### config.mk
export PLATFORM = sky130hd
export DESIGN_NAME = status_pin_monitor_mux
export DESIGN_NICKNAME = d
export VERILOG_FILES = /design/src/shared/status_mux_pkg.sv /design/src/hdl/edge_halver.sv /design/src/hdl/status_pin_driver.sv /design/src/hdl/status_pin_monitor_mux.sv
export SDC_FILE = /design/constraint.sdc
export NUM_CORES = 1
export LEC_CHECK = 0
export BUFFER_PORTS_ARGS = -buffer_cell sky130_fd_sc_hd__buf_2
export CELL_PAD_IN_SITES_DETAIL_PLACEMENT = 1
export CELL_PAD_IN_SITES_GLOBAL_PLACEMENT = 1
export CORE_MARGIN = 3
export CORE_UTILIZATION = 42
export CTS_CLUSTER_DIAMETER = 30
export CTS_CLUSTER_SIZE = 24
export DETAILED_ROUTE_END_ITERATION = 8
export GPL_TIMING_DRIVEN = 0
export PLACE_DENSITY_LB_ADDON = 0.3
export SYNTH_ARGS = -nofsm -noshare
export SYNTH_HDL_FRONTEND = slang
export SYNTH_SLANG_ARGS = --single-unit
### constraint.sdc
create_clock -name CORE_CLK -period 2.55 [get_ports CORE_CLK]
set_clock_uncertainty 0.05 [all_clocks]
set_input_delay 0.51 -clock CORE_CLK [delete_from_list [all_inputs] [get_ports CORE_CLK]]
set_output_delay 0.51 -clock CORE_CLK [all_outputs]
set_load 0.01 [all_outputs]
### src/shared/status_mux_pkg.sv
// Package with register map, selector codes and indicator bundles of the status pin multiplexers
package status_mux_pkg;

	// ************************************************
	// Register map
	// ************************************************
	localparam logic [15:0] PIN0_SELECT_OFFSET = 16'h0505;
	localparam logic [15:0] PIN1_SELECT_OFFSET = 16'h0506;
	localparam logic [15:0] PIN_CONTROL_OFFSET = 16'h0507;
	localparam logic [7:0] PIN0_SELECT_RESET = 8'h00;
	localparam logic [7:0] PIN1_SELECT_RESET = 8'h00;
	localparam logic [7:0] PIN_CONTROL_RESET = 8'h00;
	localparam int SELECT_CODE_LSB = 0;
	localparam int SELECT_CODE_WIDTH = 6;
	localparam int PIN1_OUT_ENABLE_BIT = 3;
	localparam int PIN0_OUT_ENABLE_BIT = 2;
	localparam int PIN0_DIV4_ENABLE_BIT = 1;
	localparam int PIN1_DIV4_ENABLE_BIT = 0;
	localparam logic [7:0] PIN_CONTROL_MASK = 8'h0F;

	// ************************************************
	// Selector codes
	// ************************************************
	localparam logic [5:0] CODE_GROUND = 6'h00;
	localparam logic [5:0] CODE_BOTH_LOCKED = 6'h01;
	localparam logic [5:0] CODE_CLEANUP_LOCKED = 6'h02;
	localparam logic [5:0] CODE_SYNTH_LOCKED = 6'h03;
	localparam logic [5:0] CODE_REFS_MISSING = 6'h04;
	localparam logic [5:0] CODE_REFS_MISSING_SYNTH_LOCKED = 6'h05;
	localparam logic [5:0] CODE_SECOND_REF_SELECTED = 6'h06;
	localparam logic [5:0] CODE_FIRST_REF_VALID = 6'h07;
	localparam logic [5:0] CODE_SECOND_REF_VALID = 6'h08;
	localparam logic [5:0] CODE_CLEANUP_HOLDOVER = 6'h09;
	localparam logic [5:0] CODE_OSC_VALID = 6'h0A;
	localparam logic [5:0] CODE_CLEANUP_FB_VALID = 6'h0B;
	localparam logic [5:0] CODE_SYNTH_FB_VALID = 6'h0C;
	localparam logic [5:0] CODE_FAST_LOCK = 6'h0D;
	localparam logic [5:0] CODE_BOTH_REFS_VALID = 6'h0E;
	localparam logic [5:0] CODE_ALL_VALID = 6'h0F;
	localparam logic [5:0] CODE_CLEANUP_DYN_BASE = 6'h10;
	localparam logic [5:0] CODE_CLEANUP_DYN_LAST = 6'h13;
	localparam logic [5:0] CODE_SYNTH_DYN_BASE = 6'h14;
	localparam logic [5:0] CODE_SYNTH_DYN_LAST = 6'h17;
	localparam int DYN_SIGNALS = 4;
	localparam int STATUS_PINS = 2;

	// ************************************************
	// Bundles
	// ************************************************
	typedef struct packed {
		logic cleanup_locked;
		logic synth_locked;
		logic first_ref_missing;
		logic second_ref_missing;
		logic second_ref_selected;
		logic first_ref_valid;
		logic second_ref_valid;
		logic cleanup_holdover;
		logic osc_valid;
		logic cleanup_fb_valid;
		logic synth_fb_valid;
		logic fast_lock_busy;
		logic all_valid;
	} indic_t;

	// Bit order matches code order: feedback, down, reference, up
	typedef struct packed {
		logic pfd_up;
		logic ref_clk;
		logic pfd_down;
		logic fb_clk;
	} loop_dyn_t;

	typedef struct packed {
		logic [5:0] code;
		logic out_enable;
		logic div4_enable;
	} pin_cfg_t;

endpackage

### src/hdl/edge_halver.sv
// Divide-by-two of a sampled loop-internal signal
`timescale 1ns/1ps
module edge_halver
	import status_mux_pkg::*;
(
	input wire logic clk,
	input wire logic rst_n,
	input wire logic sig,
	output logic half
);

	logic prev_r;
	logic half_r;
	wire rise = sig & ~prev_r;

	always_ff @(posedge clk or negedge rst_n)
	begin
		if (!rst_n)
		begin
			prev_r <= 1'b0;
			half_r <= 1'b0;
		end
		else
		begin
			prev_r <= sig;
			half_r <= half_r ^ rise;
		end
	end

	assign half = half_r;

endmodule

### src/hdl/status_pin_driver.sv
// Output stage of one status pin: divide-by-4 option and output enable
`timescale 1ns/1ps
module status_pin_driver
	import status_mux_pkg::*;
(
	input wire logic clk,
	input wire logic rst_n,
	input wire logic level,
	input wire logic out_enable,
	input wire logic div4_enable,
	output logic pin_out,
	output logic pin_oe_n
);

	logic prev_r;
	logic [1:0] div_cnt_r;
	logic pin_out_r;
	logic pin_oe_n_r;
	wire rise = level & ~prev_r;
	wire [1:0] div_cnt_nxt = rise ? 2'(div_cnt_r + 2'h1) : div_cnt_r;
	wire shown = div4_enable ? div_cnt_r[1] : level;

	always_ff @(posedge clk or negedge rst_n)
	begin
		if (!rst_n)
		begin
			prev_r <= 1'b0;
			div_cnt_r <= 2'h0;
			pin_out_r <= 1'b0;
			pin_oe_n_r <= 1'b1;
		end
		else
		begin
			prev_r <= level;
			div_cnt_r <= div_cnt_nxt;
			pin_out_r <= out_enable & shown;
			pin_oe_n_r <= ~out_enable;
		end
	end

	assign pin_out = pin_out_r;
	assign pin_oe_n = pin_oe_n_r;

endmodule

### src/hdl/status_pin_monitor_mux.sv
// Two status pin multiplexers with their selector and pin control registers
`timescale 1ns/1ps

module status_pin_monitor_mux
	import status_mux_pkg::*;
(
	input wire logic CORE_CLK,
	input wire logic RESETN,
	input wire logic [15:0] REG_ADDR,
	input wire logic [7:0] REG_WDATA,
	input wire logic REG_WR,
	input wire logic REG_RD,
	output logic [7:0] REG_RDATA,
	input wire indic_t INDIC,
	input wire loop_dyn_t CLEANUP_DYN,
	input wire loop_dyn_t SYNTH_DYN,
	output logic FIRST_STATUS_PIN_OUT,
	output logic FIRST_STATUS_PIN_OE_N,
	output logic SECOND_STATUS_PIN_OUT,
	output logic SECOND_STATUS_PIN_OE_N
);

	// ************************************************
	// Selection function
	// ************************************************
	function automatic logic pick_level(
		input logic [5:0] code,
		input logic second_pin,
		input indic_t ind,
		input logic [3:0] cleanup_half,
		input logic [3:0] synth_half
	);
		logic lvl;
		lvl = 1'b0;
		case (code)
			CODE_GROUND: lvl = 1'b0;
			CODE_BOTH_LOCKED: lvl = ind.cleanup_locked & ind.synth_locked;
			CODE_CLEANUP_LOCKED: lvl = ind.cleanup_locked;
			CODE_SYNTH_LOCKED: lvl = ind.synth_locked;
			CODE_REFS_MISSING: lvl = ind.first_ref_missing & ind.second_ref_missing;
			CODE_REFS_MISSING_SYNTH_LOCKED:
				lvl = ind.first_ref_missing & ind.second_ref_missing & ind.synth_locked;
			CODE_SECOND_REF_SELECTED: lvl = ind.second_ref_selected;
			CODE_FIRST_REF_VALID: lvl = ind.first_ref_valid;
			CODE_SECOND_REF_VALID: lvl = ind.second_ref_valid;
			CODE_BOTH_REFS_VALID: lvl = ind.first_ref_valid & ind.second_ref_valid;
			CODE_CLEANUP_HOLDOVER: lvl = ind.cleanup_holdover;
			CODE_OSC_VALID: lvl = ind.osc_valid;
			CODE_CLEANUP_FB_VALID: lvl = ind.cleanup_fb_valid;
			CODE_SYNTH_FB_VALID: lvl = ind.synth_fb_valid;
			CODE_FAST_LOCK: lvl = ind.fast_lock_busy;
			CODE_ALL_VALID: lvl = ind.all_valid;
			default:
			begin
				// Loop clocks: cleanup loop on the first pin, synth loop on the second
				if (!second_pin && code >= CODE_CLEANUP_DYN_BASE && code <= CODE_CLEANUP_DYN_LAST)
					lvl = cleanup_half[code[1:0]];
				else if (second_pin && code >= CODE_SYNTH_DYN_BASE && code <= CODE_SYNTH_DYN_LAST)
					lvl = synth_half[code[1:0]];
				else
					lvl = 1'b0;
			end
		endcase
		return lvl;
	endfunction

	// ************************************************
	// Registers
	// ************************************************
	logic [7:0] sel0_r;
	logic [7:0] sel1_r;
	logic [7:0] ctrl_r;
	logic [7:0] rdata_r;

	wire hit_sel0 = REG_ADDR == PIN0_SELECT_OFFSET;
	wire hit_sel1 = REG_ADDR == PIN1_SELECT_OFFSET;
	wire hit_ctrl = REG_ADDR == PIN_CONTROL_OFFSET;
	wire [7:0] sel0_nxt = (REG_WR && hit_sel0) ? REG_WDATA : sel0_r;
	wire [7:0] sel1_nxt = (REG_WR && hit_sel1) ? REG_WDATA : sel1_r;
	wire [7:0] ctrl_nxt = (REG_WR && hit_ctrl) ? (REG_WDATA & PIN_CONTROL_MASK) : ctrl_r;
	// Unmapped addresses read as zero
	wire [7:0] read_mux = hit_sel0 ? sel0_r : hit_sel1 ? sel1_r : hit_ctrl ? ctrl_r : 8'h00;
	wire [7:0] rdata_nxt = REG_RD ? read_mux : rdata_r;

	always_ff @(posedge CORE_CLK or negedge RESETN)
	begin
		if (!RESETN)
		begin
			sel0_r <= PIN0_SELECT_RESET;
			sel1_r <= PIN1_SELECT_RESET;
			ctrl_r <= PIN_CONTROL_RESET;
			rdata_r <= 8'h00;
		end
		else
		begin
			sel0_r <= sel0_nxt;
			sel1_r <= sel1_nxt;
			ctrl_r <= ctrl_nxt;
			rdata_r <= rdata_nxt;
		end
	end

	assign REG_RDATA = rdata_r;

	// ************************************************
	// Halved loop clocks
	// ************************************************
	logic [3:0] cleanup_half;
	logic [3:0] synth_half;

	genvar gi;
	generate
		for (gi = 0; gi < DYN_SIGNALS; gi++)
		begin : g_halve
			edge_halver u_cleanup (
				.clk(CORE_CLK),
				.rst_n(RESETN),
				.sig(CLEANUP_DYN[gi]),
				.half(cleanup_half[gi])
			);
			edge_halver u_synth (
				.clk(CORE_CLK),
				.rst_n(RESETN),
				.sig(SYNTH_DYN[gi]),
				.half(synth_half[gi])
			);
		end
	endgenerate

	// ************************************************
	// Pin selection
	// ************************************************
	// Bits 7:6 of a selector never reach the decode
	pin_cfg_t cfg [STATUS_PINS];
	assign cfg[0] = '{code: sel0_r[SELECT_CODE_LSB +: SELECT_CODE_WIDTH],
		out_enable: ctrl_r[PIN0_OUT_ENABLE_BIT], div4_enable: ctrl_r[PIN0_DIV4_ENABLE_BIT]};
	assign cfg[1] = '{code: sel1_r[SELECT_CODE_LSB +: SELECT_CODE_WIDTH],
		out_enable: ctrl_r[PIN1_OUT_ENABLE_BIT], div4_enable: ctrl_r[PIN1_DIV4_ENABLE_BIT]};

	logic [STATUS_PINS-1:0] level;
	logic [STATUS_PINS-1:0] pin_out;
	logic [STATUS_PINS-1:0] pin_oe_n;

	generate
		for (gi = 0; gi < STATUS_PINS; gi++)
		begin : g_pin
			assign level[gi] = pick_level(cfg[gi].code, 1'(gi), INDIC, cleanup_half, synth_half);
			status_pin_driver u_drv (
				.clk(CORE_CLK),
				.rst_n(RESETN),
				.level(level[gi]),
				.out_enable(cfg[gi].out_enable),
				.div4_enable(cfg[gi].div4_enable),
				.pin_out(pin_out[gi]),
				.pin_oe_n(pin_oe_n[gi])
			);
		end
	endgenerate

	assign FIRST_STATUS_PIN_OUT = pin_out[0];
	assign FIRST_STATUS_PIN_OE_N = pin_oe_n[0];
	assign SECOND_STATUS_PIN_OUT = pin_out[1];
	assign SECOND_STATUS_PIN_OE_N = pin_oe_n[1];

	wire view0 = cfg[0].out_enable && !cfg[0].div4_enable;
	wire view1 = cfg[1].out_enable && !cfg[1].div4_enable;
endmodule

==> out/metrics.cfg <==
[timing]
max_slew_margin_pct=19.9
min_period_ns=2.13
final-max-slew-violation-count=0
max_freq_ghz=0.470
worst_pin_slew_ns=1.20
setup_ws_ns=0.424
whs_ns=0.270
finalHoldViolations=0
tns_ns=0
min_period_over_period_pct=83.4
grt_setup_unrepaired=false
setup_viol=0

[power_and_ir_drop]
p_leak_nw=1.42
vdd_drop_max_uv=288
power_density_nw_per_um2=577

[setup_path]
start_kind=primary input
worstPathCellList=buf_2 -> nor4_2 -> nand4_2 -> nor3_2 -> nand2_1 -> mux2_2
critical_path_class=primary input to flop
crit_family=simple AND/OR/NAND/NOR gates
slowest_stage=nand2_1
worstSetupEndpointType=flop
critPathBufInv=1
slowest_delay_ns=0.38
crit_arrival_ns=2.27
worstPathRequired_ns=2.69
path_max_fanout=8

[routing]
drt_iter0_markers=40
wirelength_um=6210
firstDrtPassIters=4
postRouteAntennaNets=0
vias_per_cell=5.42
vias=1871
drc=0
wl_per_cell_um=18.0

[grt]
grt_pass1_vias=2099
grt_first_pass_wirelength_um=10700
grt_start_max_net_pins=55
antenna_found_initial=0
track_usage_pct=18.8
grt_remaining_overflow=0

[clock_network]
clkTransAtPathRegs_ns=0.09
numClockSinks=54
root_buffer=clkbuf_8
clock_latency_ns=0.30
holdBufCountCts=0
cts_tree=built
clock_path_buffers=2
cts_max_level=2
postCtsSetupBuffers=0
cts_buffers=5
cts_resized=0

[placed_design]
io_buffers=58
hpwlAfterDp_um=4660
place_ws_ns=0.105
gp_congestion=0.762

[synthesis]
async_flop_share_pct=100
synth_ff_type=dfrtp_1
ys_warn_count=0
syn-instance-count=207
avgSynthCellArea_um2=12.4
synth-seq-cells=54
synth_area_um2=2570
syn-num-nets=256
yosysSeqAreaShare_pct=52.6
synthDistinctLibCells=49
synth-edff-count=0

[floorplanning]
rows=27
io_pins=61
die-area_um2=7110
core-area_um2=5710
die_width_um=84.3
start_util_pct=45.1
die_y_um=84.3

[finish]
finalNetCount=321
antennaDiodeCount=0
area_growth_pct=18.9
drive_above_1_share_pct=39.9
final_common_cell=buf_2
mostFrequentLayoutCells=59 x buf_2, 52 x dfrtp_1, 22 x mux2_2, 14 x nor2_1, 11 x nand2b_1

[outcome]
status=finished clean

[run]
maxCapViolCount=0

[min_path]
hold_path.class=primary input to flop

## cell families after synthesis
kind of cell / share of synthesized area, %
simple gates: 13.4
flops: 52.6
compound gates: 11.6
mux: 15.4
buf+inv: 3.01
xor+xnor: 4.08
## synthesized netlist by cell type, types with 2 or more instances
master | n | area, um2
mux4_2 | 3 | 67.6
a211oi_1 | 4 | 30.0
nand2_1 | 7 | 26.3
nor2_1 | 14 | 52.6
buf_4 | 2 | 15.0
a22oi_1 | 4 | 30.0
xor2_1 | 2 | 17.5
and2_1 | 3 | 18.8
inv_1 | 5 | 18.8
buf_6 | 2 | 22.5
xnor2_1 | 10 | 87.6
nand2b_1 | 11 | 68.8
a21o_1 | 2 | 15.0
nand3_1 | 3 | 15.0
nor2b_1 | 2 | 12.5
a2bb2oi_1 | 5 | 43.8
mux2i_1 | 8 | 80.1
clkbuf_1 | 2 | 7.51
dfstp_2 | 2 | 52.6
o211ai_1 | 2 | 15.0
nand3b_1 | 2 | 15.0
dfrtp_1 | 52 | 1300
a21oi_1 | 10 | 50.1
a2111oi_2 | 3 | 45.0
mux2_2 | 22 | 248
o41ai_1 | 2 | 17.5
## power by group
| part | leakage, nW | switching [mW] | internal (mW) | total (mW) |
|---|---|---|---|---|
| combinational | 0.681 | 0.0912 | 0.117 | 0.208 |
| clock | 0.0524 | 0.268 | 0.294 | 0.562 |
| sequential | 0.689 | 0.0559 | 0.939 | 0.995 |
## layout make-up
class,instances,area (um2)
buffer,9,58.8
timing repair buffer,58,290
clock inverter,1,30.0
sequential,54,1350
tap,72,90.1
fill,644,2650
clock buffer,7,76.3
inverter,5,18.8
multi-input combinational,139,1140
## sequential cells by signal (all words and copies together) (netlist names)
| name | flops |
|---|---|
| REG_RDATA | 8 |
| g_pin.u_drv.pin_out | 2 |
| sel1_r | 8 |
| sel0_r | 8 |
| g_halve.u_cleanup.prev_r | 4 |
| g_pin.u_drv.div_cnt_r | 4 |
| g_halve.u_cleanup.half | 4 |
| ctrl_r | 4 |
| g_halve.u_synth.half | 4 |
| g_pin.u_drv.prev_r | 2 |
| g_pin.u_drv.pin_oe_n | 2 |
| g_halve.u_synth.prev_r | 4 |
## stage by stage
step / total power [mW] / utilization (%) / area (um2) / std cells
floorplan: 1.12 / - / 2570 / 207
global placement: 1.21 / 51.8 / 2960 / 337
detailed placement: 1.23 / 51.8 / 2960 / 337
CTS: 1.79 / 53.6 / 3060 / 345
global route: 1.86 / 53.6 / 3060 / 345
finish: 1.77 / 53.6 / 3060 / 345
## per-layer routing
layer,track usage (%),routed length [um],vias up
li1,-,-,877
met1,23.8,2700,934
met2,32.7,3070,50
met3,4.51,362,10
met4,4.24,80,0
met5,0,0,-
## path summary, 6_finish.rpt
check | start | endpoint | slack [ns] | cells past startpoint
min | CLEANUP_DYN[1] | g_halve[1].u_cleanup.prev_r | 0.27 | 1
min reg2reg | g_halve[2].u_synth.half | g_halve[2].u_synth.half | 0.43 | 1
max | REG_ADDR[4] | sel1_r[4] | 0.42 | 6
min in group asynchronous | RESETN | REG_RDATA[4] | 0.39 | 1
max reg2reg | sel0_r[2] | g_pin[0].u_drv.pin_out | 0.55 | 6
max in group asynchronous | RESETN | g_halve[2].u_cleanup.half | 1.31 | 1
Power figures use the tool's default switching activity.
